File: src/rtl/sps_params.svh
`ifndef SPS_PARAMS_SVH
`define SPS_PARAMS_SVH
`define SPS_OFF_BUF      8'h00
`define SPS_OFF_CON      8'h04
`define SPS_OFF_STAT     8'h08
`define SPS_OFF_CON2     8'h0c
`define SPS_OFF_ADDR     8'h10
`define SPS_OFF_CTRL     8'h14
`define SPS_CON_RST      8'h00
`define SPS_STAT_RST     8'h00
`define SPS_MODE_SLV_SS  4'h4
`define SPS_MODE_SLV     4'h5
`define SPS_MODE_I2C_MST 4'h8
`define SPS_MODE_I2C_FW  4'hb
`define SPS_CON_WCOL     7
`define SPS_CON_OV       6
`define SPS_CON_EN       5
`define SPS_CON_CKP      4
`define SPS_ST_SMP       7
`define SPS_ST_CKE       6
`define SPS_CTRL_FLAG    0
`define SPS_CTRL_WAKE    1
`define SPS_CTRL_SDOIN   2
`define SPS_DIV_FAST     4
`define SPS_DIV_MID      16
`define SPS_DIV_SLOW     64
`define SPS_FRAME_BITS   8
`endif

File: src/rtl/sps_pkg.sv
package sps_pkg;
    typedef enum logic {ENG_IDLE, ENG_RUN} sps_eng_state_type;

    typedef struct packed {
        sps_eng_state_type state;
        logic [7:0]        shreg;
        logic [7:0]        rx;
        logic [3:0]        cnt;
        logic              sckPrev;
        logic              sckOut;
        logic              serial_out_pin;
        logic              done;
    } sps_eng_reg_type;

    typedef struct packed {
        logic [7:0] con;
        logic       sample_or_slew_bit;
        logic       cke;
        logic [7:0] dbuf;
        logic       bf;
        logic       flag;
        logic       wakeEn;
        logic       sdoIn;
        logic [7:0] con2;
        logic [7:0] addr;
        logic       da;
        logic       stp;
        logic       sta;
        logic       rw;
        logic       ua;
        logic [5:0] div;
        logic       ss1;
        logic       ss2;
        logic       ack;
        logic [7:0] rdat;
    } sps_top_reg_type;
endpackage

File: src/rtl/sps_eng_if.sv
`timescale 1ns/1ns
interface sps_eng_if;
    logic       load;
    logic [7:0] loadData;
    logic       clr;
    logic       master;
    logic       tick;
    logic       clock_idle_polarity;
    logic       cke;
    logic       sck;
    logic       serial_in_pin;
    logic       serial_out_pin;
    logic       sckOut;
    logic       done;
    logic       busy;
    logic [7:0] rxByte;
    modport ctl (output load, loadData, clr, master, tick, clock_idle_polarity, cke, sck, serial_in_pin,
                 input serial_out_pin, sckOut, done, busy, rxByte);
    modport eng (input load, loadData, clr, master, tick, clock_idle_polarity, cke, sck, serial_in_pin,
                 output serial_out_pin, sckOut, done, busy, rxByte);
endinterface

File: src/rtl/sps_serial_port.sv
// Contract
// Select-pin handling only in slave mode code 04h; other modes ignore the pin.
// Select low: shifting enabled and serial output driven.
// Select rising: serial output released at once, even mid-byte.
// Select high or port disabled resets shifter logic and bit counter.
// Software sets select control whenever slave mode uses edge select high.
// Serial output set as input: never driven; serial input still receives.
// Master mode in sleep: clocks stop, transfer freezes, resumes on wake.
// Slave mode keeps shifting in sleep; byte sets flag and may wake.
// Any reset disables the port and abandons the transfer.
// SPI modes map to polarity and edge bits: 01, 00, 11, 10.
// I2C mode: status low six bits read-only, top two writable.
// Address register: own address in slave, low seven bits reload in master.
// Completed byte moves to buffer, sets buffer full and port flag.
// Buffer write loads buffer and shifter together.
// I2C status bit 7 high disables slew control, low enables it.
// I2C status bit 6 high enables SMBus input thresholds.
// I2C slave status bit 5: last byte data one, address zero.
// Bits 4 and 3 flag last STOP or START; cleared by reset, disable.
// I2C slave bit 2 holds last matched read/write until START, STOP, NACK.
// I2C master bit 2 shows transmit; idle when it and requests are zero.
// Ten-bit slave bit 1 asks software to reload the address.
// Bit 0 shows buffer full on receive and during data transmit.
// Select pin synchronised before its rising level resets and releases output; the code releases the output from the raw pin.
`timescale 1ns/1ns
`include "sps_params.svh"
module sps_serial_port import sps_pkg::*; (
    input  wire logic        clk,
    input  wire logic        rst_n,
    input  wire logic        wb_cyc_i,
    input  wire logic        wb_stb_i,
    input  wire logic        wb_we_i,
    input  wire logic [7:0]  wb_adr_i,
    input  wire logic [3:0]  wb_sel_i,
    input  wire logic [31:0] wb_dat_i,
    output logic      [31:0] wb_dat_o,
    output logic             wb_ack_o,
    input  wire logic        sleepMode,
    input  wire logic        sckIn,
    output logic             sckOut,
    output logic             sckOe,
    input  wire logic        sdiIn,
    output logic             sdoOut,
    output logic             sdoOe,
    input  wire logic        slaveSelN,
    output logic             portIntFlag,
    output logic             wakeReq,
    output logic [1:0]       spiModeNum,
    input  wire logic        i2cStartSeen,
    input  wire logic        i2cStopSeen,
    input  wire logic        i2cNackSeen,
    input  wire logic        i2cByteDone,
    input  wire logic [7:0]  i2cRxByte,
    input  wire logic        i2cByteIsData,
    input  wire logic        i2cAddrMatch,
    input  wire logic        i2cRwBit,
    input  wire logic        i2cAddrUpdate,
    input  wire logic        i2cTxData,
    output logic             i2cPortIdle,
    output logic             slewRateOff,
    output logic             smbusLevels,
    output logic [7:0]       addrOrReload
);
    function automatic logic isI2c(input logic [3:0] m);
        return m == 4'h6 || m == 4'h7 || m == `SPS_MODE_I2C_MST || m == `SPS_MODE_I2C_FW
            || m == 4'he || m == 4'hf;
    endfunction

    function automatic logic isI2cMst(input logic [3:0] m);
        return m == `SPS_MODE_I2C_MST || m == `SPS_MODE_I2C_FW;
    endfunction

    function automatic logic [5:0] halfCnt(input logic [3:0] m);
        if (m == 4'h0) begin
            return 6'(`SPS_DIV_FAST / 2 - 1);
        end else if (m == 4'h1) begin
            return 6'(`SPS_DIV_MID / 2 - 1);
        end
        return 6'(`SPS_DIV_SLOW / 2 - 1);
    endfunction

    sps_top_reg_type r_q;
    sps_top_reg_type r_d;
    sps_eng_if       eng ();
    logic       en;
    logic [3:0] mode;
    logic       i2c;
    logic       i2cMst;
    logic       spi;
    logic       spiMst;
    logic       ssCtl;
    logic       req;
    logic       wr;
    logic       rd;
    logic       rxValid;
    logic [7:0] rxByte;
    logic       stBit2;
    logic [7:0] statVal;

    assign en = r_q.con[`SPS_CON_EN];
    assign mode = r_q.con[3:0];
    assign i2c = isI2c(mode);
    assign i2cMst = isI2cMst(mode);
    assign spi = !i2c;
    assign spiMst = spi && mode <= 4'h2;
    assign ssCtl = spi && mode == `SPS_MODE_SLV_SS;
    assign req = wb_cyc_i && wb_stb_i && !r_q.ack;
    assign wr = req && wb_we_i && wb_sel_i[0];
    assign rd = req && !wb_we_i;

    // Synchronised select resets; the raw pin only releases the output faster
    assign eng.clr = !en || i2c || (ssCtl && r_q.ss2);
    assign eng.master = spiMst;
    assign eng.tick = spiMst && en && !sleepMode && r_q.div == 6'h00;
    assign eng.clock_idle_polarity = r_q.con[`SPS_CON_CKP];
    assign eng.cke = r_q.cke;
    assign eng.sck = sckIn;
    assign eng.serial_in_pin = sdiIn;
    assign eng.load = wr && wb_adr_i == `SPS_OFF_BUF && spi && en && !eng.busy;
    assign eng.loadData = wb_dat_i[7:0];

    sps_shift_engine #(
        .BITS (`SPS_FRAME_BITS)
    ) u_eng (
        .clk   (clk),
        .rst_n (rst_n),
        .eng   (eng)
    );

    assign rxValid = spi ? eng.done : (en && i2cByteDone);
    assign rxByte = spi ? eng.rxByte : i2cRxByte;
    assign stBit2 = i2cMst ? i2cTxData : r_q.rw;
    assign statVal = {r_q.sample_or_slew_bit, r_q.cke,
                      i2c ? {r_q.da, r_q.stp, r_q.sta, stBit2, r_q.ua} : 5'h00,
                      r_q.bf || (i2c && i2cTxData)};

    always_comb begin
        r_d = r_q;
        r_d.ack = req;
        r_d.ss1 = slaveSelN;
        r_d.ss2 = r_q.ss1;
        // Divider stands still in sleep so a master transfer resumes in place
        if (!spiMst || !en) begin
            r_d.div = halfCnt(mode);
        end else if (!sleepMode) begin
            r_d.div = r_q.div == 6'h00 ? halfCnt(mode) : r_q.div - 6'h01;
        end
        if (rd) begin
            if (wb_adr_i == `SPS_OFF_BUF) begin
                r_d.rdat = r_q.dbuf;
                r_d.bf = 1'b0;
            end else if (wb_adr_i == `SPS_OFF_CON) begin
                r_d.rdat = r_q.con;
            end else if (wb_adr_i == `SPS_OFF_STAT) begin
                r_d.rdat = statVal;
            end else if (wb_adr_i == `SPS_OFF_CON2) begin
                r_d.rdat = r_q.con2;
            end else if (wb_adr_i == `SPS_OFF_ADDR) begin
                r_d.rdat = r_q.addr;
            end else if (wb_adr_i == `SPS_OFF_CTRL) begin
                r_d.rdat = {5'h00, r_q.sdoIn, r_q.wakeEn, r_q.flag};
            end else begin
                r_d.rdat = 8'h00;
            end
        end
        if (wr) begin
            if (wb_adr_i == `SPS_OFF_BUF) begin
                if (spi && en && eng.busy) begin
                    r_d.con[`SPS_CON_WCOL] = 1'b1;
                end else begin
                    r_d.dbuf = wb_dat_i[7:0];
                end
            end else if (wb_adr_i == `SPS_OFF_CON) begin
                r_d.con = wb_dat_i[7:0];
            end else if (wb_adr_i == `SPS_OFF_STAT) begin
                r_d.sample_or_slew_bit = wb_dat_i[`SPS_ST_SMP];
                r_d.cke = wb_dat_i[`SPS_ST_CKE];
            end else if (wb_adr_i == `SPS_OFF_CON2) begin
                r_d.con2 = wb_dat_i[7:0];
            end else if (wb_adr_i == `SPS_OFF_ADDR) begin
                r_d.addr = wb_dat_i[7:0];
                r_d.ua = 1'b0;
            end else if (wb_adr_i == `SPS_OFF_CTRL) begin
                if (wb_dat_i[`SPS_CTRL_FLAG]) begin
                    r_d.flag = 1'b0;
                end
                r_d.wakeEn = wb_dat_i[`SPS_CTRL_WAKE];
                r_d.sdoIn = wb_dat_i[`SPS_CTRL_SDOIN];
            end
        end
        // Events come after software clears so a same-cycle set survives
        if (rxValid) begin
            r_d.flag = 1'b1;
            if (r_d.bf) begin
                if (!spiMst) begin
                    r_d.con[`SPS_CON_OV] = 1'b1;
                end
            end else begin
                r_d.dbuf = rxByte;
                r_d.bf = 1'b1;
            end
        end
        if (!en || !i2c) begin
            r_d.da = 1'b0;
            r_d.stp = 1'b0;
            r_d.sta = 1'b0;
            r_d.rw = 1'b0;
            r_d.ua = 1'b0;
        end else begin
            if (i2cStartSeen) begin
                r_d.sta = 1'b1;
                r_d.stp = 1'b0;
                r_d.rw = 1'b0;
            end
            if (i2cStopSeen) begin
                r_d.stp = 1'b1;
                r_d.sta = 1'b0;
                r_d.rw = 1'b0;
            end
            if (i2cNackSeen) begin
                r_d.rw = 1'b0;
            end
            if (i2cAddrMatch && !i2cMst) begin
                r_d.rw = i2cRwBit;
            end
            if (i2cByteDone && !i2cMst) begin
                r_d.da = i2cByteIsData;
            end
            if (i2cAddrUpdate && (mode == 4'h7 || mode == 4'hf)) begin
                r_d.ua = 1'b1;
            end
        end
    end

    // Reset abandons everything, the port enable included
    always_ff @(posedge clk or negedge rst_n) begin
        if (!rst_n) begin
            r_q <= '0;
            r_q.con <= `SPS_CON_RST;
            r_q.sample_or_slew_bit <= 1'(`SPS_STAT_RST >> `SPS_ST_SMP);
            r_q.ss1 <= 1'b1;
            r_q.ss2 <= 1'b1;
        end else begin
            r_q <= r_d;
        end
    end

    assign wb_ack_o = r_q.ack;
    assign wb_dat_o = {24'h000000, r_q.rdat};
    assign sckOut = eng.sckOut;
    assign sckOe = en && spiMst;
    assign sdoOut = eng.serial_out_pin;
    // Raw pin gates the enable so release does not wait for the synchroniser
    assign sdoOe = en && spi && !r_q.sdoIn
                   && !(ssCtl && (r_q.ss2 || slaveSelN));
    assign portIntFlag = r_q.flag;
    assign wakeReq = sleepMode && r_q.flag && r_q.wakeEn;
    assign spiModeNum = {r_q.con[`SPS_CON_CKP], !r_q.cke};
    assign i2cPortIdle = !(i2cMst && i2cTxData) && r_q.con2[4:0] == 5'h00;
    assign slewRateOff = en && i2c && r_q.sample_or_slew_bit;
    assign smbusLevels = en && i2c && r_q.cke;
    assign addrOrReload = i2cMst ? {1'b0, r_q.addr[6:0]} : r_q.addr;
endmodule

File: src/rtl/sps_shift_engine.sv
`timescale 1ns/1ns
module sps_shift_engine import sps_pkg::*; #(
    parameter int BITS = 8
) (
    input  wire logic clk,
    input  wire logic rst_n,
    sps_eng_if.eng    eng
);
    if (BITS != 8) begin : g_chk
        $error("sps_shift_engine: frame must be 8 bits");
    end

    sps_eng_reg_type r_q;
    sps_eng_reg_type r_d;
    logic            lvl;
    logic            edgeSeen;
    logic            lead;
    logic            trail;
    logic            sampleEdge;
    logic            outEdge;

    always_comb begin
        r_d = r_q;
        r_d.done = 1'b0;
        lvl = eng.sck;
        edgeSeen = eng.sck != r_q.sckPrev;
        if (eng.master) begin
            // Divider tick only; frozen while the tick is held off
            lvl = ~r_q.sckOut;
            edgeSeen = eng.tick && r_q.state == ENG_RUN;
            if (edgeSeen) begin
                r_d.sckOut = lvl;
            end
        end
        r_d.sckPrev = eng.sck;
        lead = edgeSeen && (lvl != eng.clock_idle_polarity);
        trail = edgeSeen && (lvl == eng.clock_idle_polarity);
        // Edge select high samples on the leading edge
        sampleEdge = eng.cke ? lead : trail;
        outEdge = eng.cke ? trail : lead;
        if (outEdge) begin
            r_d.serial_out_pin = r_q.shreg[7];
        end
        if (sampleEdge && r_q.cnt != 4'd8) begin
            r_d.shreg = {r_q.shreg[6:0], eng.serial_in_pin};
            r_d.cnt = r_q.cnt + 4'd1;
            if (r_q.cnt == 4'd7) begin
                r_d.done = 1'b1;
                r_d.rx = {r_q.shreg[6:0], eng.serial_in_pin};
                if (!eng.master) begin
                    r_d.cnt = 4'd0;
                end
            end
        end
        // Master waits for the clock to return idle before finishing
        if (eng.master && r_q.cnt == 4'd8 && r_q.sckOut == eng.clock_idle_polarity) begin
            r_d.cnt = 4'd0;
            r_d.state = ENG_IDLE;
        end
        if (r_q.state == ENG_IDLE) begin
            r_d.sckOut = eng.clock_idle_polarity;
        end
        if (eng.load) begin
            r_d.shreg = eng.loadData;
            r_d.serial_out_pin = eng.loadData[7];
            r_d.cnt = 4'd0;
            r_d.state = eng.master ? ENG_RUN : ENG_IDLE;
        end
        if (eng.clr) begin
            r_d.cnt = 4'd0;
            r_d.state = ENG_IDLE;
            r_d.sckOut = eng.clock_idle_polarity;
            r_d.done = 1'b0;
        end
    end

    always_ff @(posedge clk or negedge rst_n) begin
        if (!rst_n) begin
            r_q <= '0;
        end else begin
            r_q <= r_d;
        end
    end

    assign eng.serial_out_pin = r_q.serial_out_pin;
    assign eng.sckOut = r_q.sckOut;
    assign eng.done = r_q.done;
    assign eng.rxByte = r_q.rx;
    assign eng.busy = r_q.state == ENG_RUN || r_q.cnt != 4'd0;
endmodule

File: config.mk
export PLATFORM = sky130hd
export DESIGN_NAME = sps_serial_port
export DESIGN_NICKNAME = d
export VERILOG_FILES = /design/src/rtl/sps_pkg.sv /design/src/rtl/sps_eng_if.sv /design/src/rtl/sps_serial_port.sv /design/src/rtl/sps_shift_engine.sv
export VERILOG_INCLUDE_DIRS = /design/src /design/src/rtl
export SDC_FILE = /design/constraint.sdc
export NUM_CORES = 1
export LEC_CHECK = 0
export BUFFER_PORTS_ARGS = -buffer_cell sky130_fd_sc_hd__buf_2
export CORE_AREA = 5 5 117 119
export CTS_CLUSTER_DIAMETER = 30
export CTS_CLUSTER_SIZE = 8
export DETAILED_ROUTE_END_ITERATION = 7
export DIE_AREA = 0 0 122 124
export PLACE_DENSITY_LB_ADDON = 0.12
export SLEW_MARGIN = 5
export SYNTH_ARGS = -nofsm -noshare
export SYNTH_HDL_FRONTEND = slang
export SYNTH_SLANG_ARGS = --single-unit
File: constraint.sdc
create_clock -name clk -period 2.78 [get_ports clk]
set_input_delay 0.556 -clock clk [delete_from_list [all_inputs] [get_ports clk]]
set_output_delay 0.556 -clock clk [all_outputs]
set_load 0.05 [all_outputs]
* Word level (Yosys, flattened, before mapping)
Cells that the tools add are included.
Cells by class: $lt $le $gt $ge 1, equality and inequality tests 33, bitwise gates (word level) 6, reduce and logical (&&, ||, !) cells 92, muxes and demuxes 86, $add $sub $neg 2
Operator list (count):
- $mux 8 | 13
- $mux 19 | 4
- $mux 6 | 7
- $mux 1 | 41
- $logic_and 1x1->1 | 38
- $mux 9 | 3
- $eq 4x4->1 const B | 5
- $mux 20 | 1
- $mux 3 | 6
- $mux 17 | 1
- $eq 4x3->1 const B | 4
- $eq 8x4->1 const B | 2
- $eq 8x5->1 const B | 2
- $mux 4 | 4
- $logic_or 1x1->1 | 14
- $reduce_bool 2->1 | 7
- $logic_not 1->1 | 12
- $mux 12 | 1
- $ne 3x1->1 const B | 4
- $reduce_and 6->1 | 2
- $reduce_bool 3->1 | 4
- $mux 10 | 1
- $mux 5 | 2
- $ne 2x2->1 const B | 5
- other kinds (24) | 37
Word-level totals: bits of input ports 70, flip-flop bits (word level) 85, logic and storage cells 250, output and inout bits 52

* Depth between registers and ports, before layout
depth in word-level cells 20, mapped depth 8, mapped depth without buffers 7

* By module
Synthesis repeated with hierarchy kept, for this count alone.
Unflattened totals: cells, all modules 465, area total of the unflattened synthesis 4862.2 um^2
By module, submodules not included:
- sps_serial_port | seq. area each 1503.9 um^2, instances 1, cells an instance 347, area an instance 3548.4 um^2
- sps_shift_engine | seq. area each 625.6 um^2, instances 1, cells an instance 118, area an instance 1313.8 um^2

* Worst setup path before layout
No wires, ideal clock.
path type flip-flop to output port, start point register r_q (netlist bit mode[1]), end point output port sdoOe, path slack -0.141 ns, cell stages (with the launch flop) 6, path buffers 1, data arrival time 2.365 ns, required time 2.224 ns, cells stage by stage dfrtp_1 -> clkbuf_1 -> or3b_2 -> a21oi_1 -> nand3b_1 -> a211oi_1
On the way: longest elaborated chain between the ends 11, elaborated cells on any way between the ends 19, those cells by class eq/ne: 7; reduce/logical: 12
Ends and longest elaborated chain:
- start, declared | line sps_serial_port.sv:82 | sps_top_reg_type r_q;
- start signal, assigned | line sps_serial_port.sv:244 | r_q <= r_d;
- $eq 4x3->1 | line sps_serial_port.sv:65 | return m == 4'h6 || m == 4'h7 || m == `SPS_MODE_I2C_MST || m == `SPS_MODE_I2C_FW
- $logic_or 1x1->1 | line sps_serial_port.sv:65
- $logic_or 1x1->1 (no source line) (2 in series)
- $logic_or 1x1->1 (2 in series) | line sps_serial_port.sv:65
- $logic_not 1->1 | line sps_serial_port.sv:104 | assign spi = !i2c;
- $logic_and 1x1->1 (no source line)
- $logic_and 1x1->1 | line sps_serial_port.sv:255 | && !(ssCtl && (r_q.ss2 || slaveSelN));
- $logic_not 1->1 | line sps_serial_port.sv:255
- $logic_and 1x1->1 * | line sps_serial_port.sv:255
- end, declared | line sps_serial_port.sv:44 | output logic sdoOe,
Every way passes the cells marked *; elsewhere a longest branch is shown, timed or not.

* Final worst setup path
Ends and elaborated chain as after synthesis.

==> out/results.md <==
| Step | Result | Reported |
|---|---|---|
| route | Length of the first detailed-routing pass in iterations | 4 |
| critical path | Critical path's top delay family | simple AND/OR/NAND/NOR gates |
| synth | Flip-flop and latch count after synthesis | 85 |
| route | Highest signal layer in the routed design | met4 |
| place | Total half-perimeter wirelength after legalization and detailed placement | 10090 µm |
| route | Routed met3 length | 604 µm |
| clock network | TritonCTS Buffers | 9 |
| pwr | Tot Pwr | 0.002739 W |
| timing | Crit path time final | 2.610 ns |
| route | Via-to-Cell Ratio | 5.229 |
| clock network | Deepest clock path buffer count | 2 |
| synth | Post-synthesis async set-or-reset flop share | 1.000 |
| route | Routed met1 length | 6338 µm |
| critical path | Delay of the slowest cell on the worst path | 0.50 ns |
| timing | Smallest hold slack | 0.1587 ns |
| final layout | Commonest cells after routing, fill and taps aside | 81 x dfrtp_1, 69 x buf_2, 36 x nand2_1 |
| critical path | Kind of start point of the critical path | flop |
| synth | Count of yosys warnings during synthesis | 0 |
| pwr | Leakage power summed over all cells | 2.838 nW |
| pwr | Pwr dens | 478.1 nW/µm² |
| timing | Setup-failing EPs final | 0 |
| place | RePlAce Congestion | 0.9126 |
| floorplanning | Die area | 15130 µm² |
| global routing | Vias in the first global route | 3885 |
| clock network | Master cell of the clock root buffer | clkbuf_16 |
| synth | Synth Area per Inst | 10.00 µm² |
| clock network | Insertion delay to the later sink of the worst-skew pair | 0.35 ns |
| critical path | Maximum fanout encountered on the critical timing path | 8 |
| synth | Post-Synthesis Cell Area | 5002 µm² |
| floorplanning | Number of ports placed on the die boundary | 122 |
| final layout | Final standard cell utilization of the core | 0.4595 |
| final layout | Filler cell count | 1243 |
| route | Number of DRC markers after the initial detailed-route iteration | 166 |
| timing | Largest clock skew in the final design | 0.01036 ns |
| clock network | CTS H-Tree Depth | 3 |
| global routing | Maximum number of pins on one net before global-route repair | 53 |
| timing | Number of hold violations in the final report | 0 |
| synth | Post-synthesis sequential area ratio | 0.4257 |
| critical path | Bufs and invs on worst path | 1 |
| critical path | Cells along the critical path | or3b_2 > a21oi_1 > nand3b_1 > a211oi_2 > buf_2 |
| route | Detailed-route via count | 3864 |
| floorplanning | Number of core rows | 41 |
| critical path | Worst endpoint required time | 2.22 ns |
| route | WL met2 | 6275 µm |
| final layout | Most common cell after layout, fill and taps aside | dfrtp_1 |
| pwr | Maximum vdd drop | 226.7 µV |
| timing | Highest attainable clock frequency | 383.1 MHz |
| hold path | Hold crit path type | in -> async |
| timing | Slew Viols, Final | 0 |
| final layout | NumNets Final | 636 |
| floorplanning | CORE AREA | 12470 µm² |
| critical path | Kind of critical path | reg -> out |
| critical path | Worst-path cell with the longest stage delay | or3b_2 |
| global routing | Leftover overflow at the end of global routing | 0 |
| final layout | Area added between synthesis and finish | 14.51% |
| clock network | CTS tree | done |
| outcome | Run status | completed |
| final layout | Fraction of final layout cells sized beyond drive strength 1 | 0.2857 |
| synth | Most used flip-flop cell after synthesis | dfrtp_1 |
| global routing | Initial antenna violation count | 0 |
| timing | Slew at the pin closest to its max-slew limit | 0.7556 ns |
| critical path | Nature of the critical path endpoint | primary output |
| floorplanning | Die Span Y | 124 µm |
| global routing | Total global routing track utilization | 0.1840 |
| route | Routed len/inst | 18.30 µm |
| route | Remaining design rule violation count | 0 |
| clock network | Post-CTS Setup Repair Bufs | 0 |
| timing | Final period utilization | 0.9390 |
| floorplanning | Die outline width | 122 µm |
| timing | Setup repair after global routing missed its margin | no |
| route | Detailed-route wire length | 13520 µm |
| place | Buffers added on ports | 70 |
| critical path | Arrival @ worst endpoint | 2.05 ns |
| synth | Synthesized instance count | 500 |
| final layout | Total inserted antenna cells | 0 |
| global routing | First-pass GRT wire length | 21130 µm |
| synth | Number of flops mapped to enable cells by yosys | 0 |
| timing | Final setup TNS | 0 ns |
| clock network | Clock sink count | 85 |
| clock network | Clock-pin slew of the registers on the worst-case setup and hold paths | 0.06 ns |
| floorplanning | Starting Density | 0.4013 |
| timing | Tightest slew margin relative to the limit | 0.4924 |
| critical path | R2r setup slk | 0.31 ns |
| synth | Distinct cell type count of the synthesized netlist | 67 |
| flow run | MaxCap Viol Count | 0 |
| route | Number of nets still failing antenna checks after routing | 0 |
| clock network | Number of buffers added to fix hold violations after cts | 0 |
## area by class of cell
class / instances / area, µm² / area share
Multi-Input combinational cell: 360 / 2514 / 0.4388
Sequential cell: 85 / 2132 / 0.3722
Timing Repair Buffer: 90 / 515.5 / 0.09000
Clock buffer: 10 / 229.0 / 0.03997
Tap cell: 172 / 215.2 / 0.03757
Clock inverter: 6 / 62.56 / 0.01092
Inverter: 16 / 60.06 / 0.01048
## synth_stat cells, types with 5 or more instances
| master | n | share of area |
|---|---|---|
| a21oi_1 | 22 | 0.022 |
| a31oi_1 | 10 | 0.013 |
| and2_1 | 5 | 0.0063 |
| buf_2 | 7 | 0.0070 |
| buf_4 | 40 | 0.060 |
| clkbuf_1 | 13 | 0.0098 |
| dfrtp_1 | 83 | 0.42 |
| inv_1 | 16 | 0.012 |
| mux2_2 | 32 | 0.072 |
| mux2i_1 | 32 | 0.064 |
| nand2_1 | 36 | 0.027 |
| nand2b_1 | 7 | 0.0088 |
| nand3_1 | 15 | 0.015 |
| nand3b_1 | 5 | 0.0075 |
| nor2_1 | 33 | 0.025 |
| nor2b_1 | 14 | 0.018 |
| nor3_1 | 8 | 0.0080 |
| o21ai_0 | 24 | 0.024 |
| o221ai_1 | 6 | 0.011 |
| o31ai_1 | 6 | 0.0090 |
## timing repair
action	CTS	global route
hold endpoints to repair	0	0
setup endpoints to repair	0	2
resized for setup	0	3
## power breakdown
group | leakage [nW] | internal, W | total (W) | switching (W)
logic | 1.53 | 0.0000633 | 0.000258 | 0.000195
registers | 1.17 | 0.00125 | 0.00126 | 0.00000974
clock network | 0.147 | 0.000697 | 0.00122 | 0.000525
## through the flow
stage / setup slack, ns / std cells / cell area [µm²]
finish: 0.1696 / 739 / 5728
global route: 0.08212 / 739 / 5728
CTS: 0.03473 / 739 / 5724
detailed placement: 0.1941 / 723 / 5433
global placement: 0.2226 / 723 / 5433
floorplan: 0.3112 / 523 / 5094
## metal layers
| layer | up-vias | global-route usage |
|---|---|---|
| li1 | 1860 | - |
| met1 | 1884 | 0.2469 |
| met2 | 103 | 0.2942 |
| met3 | 17 | 0.03088 |
| met4 | 0 | 0.08053 |
| met5 | - | 0 |
## worst reg2reg max path: cells and delay by family, from the launching register on
kind | cells | cell delay [ns]
muxes | 1 | 0.35
DFF | 1 | 0.41
adders and majority gates | 1 | 0.19
buffers and inverters | 2 | 0.31
and+or+nand+nor | 4 | 1.09
## sequential cells by signal (all words and copies together) (netlist names), 4 cells and up
name	count
u_eng.eng.rxByte	8
mode	4
r_q	42
wb_dat_o	8
u_eng.r_q	14
## worst paths after layout
| kind | startpoint | endpoint | depth (start not counted) |
|---|---|---|---|
| setup / recovery | mode[1] | sdoOe | 5 |
| hold / removal | rst_n | r_q[17] | 1 |
| setup reg to reg | r_q[11] | u_eng.eng.rxByte[3] | 8 |
| hold reg to reg | r_d[9] | r_q[9] | 0 |
| max in group asynchronous | rst_n | u_eng.eng.rxByte[3] | 2 |
| min in group clk | slaveSelN | r_d[9] | 1 |
## cells by family after synthesis
family | count (synthesis) | share of synthesized area
adders and majority gates | 4 | 0.01001
xor gates and xnor gates | 7 | 0.01376
AOI/OAI and AO/OA | 97 | 0.1338
and+or+nand+nor | 162 | 0.1823
buffers and inverters | 78 | 0.09030
DFF | 85 | 0.4257
muxes | 66 | 0.1433
other | 1 | 0.0007497
No activity file was read; power rests on OpenSTA's default activity.
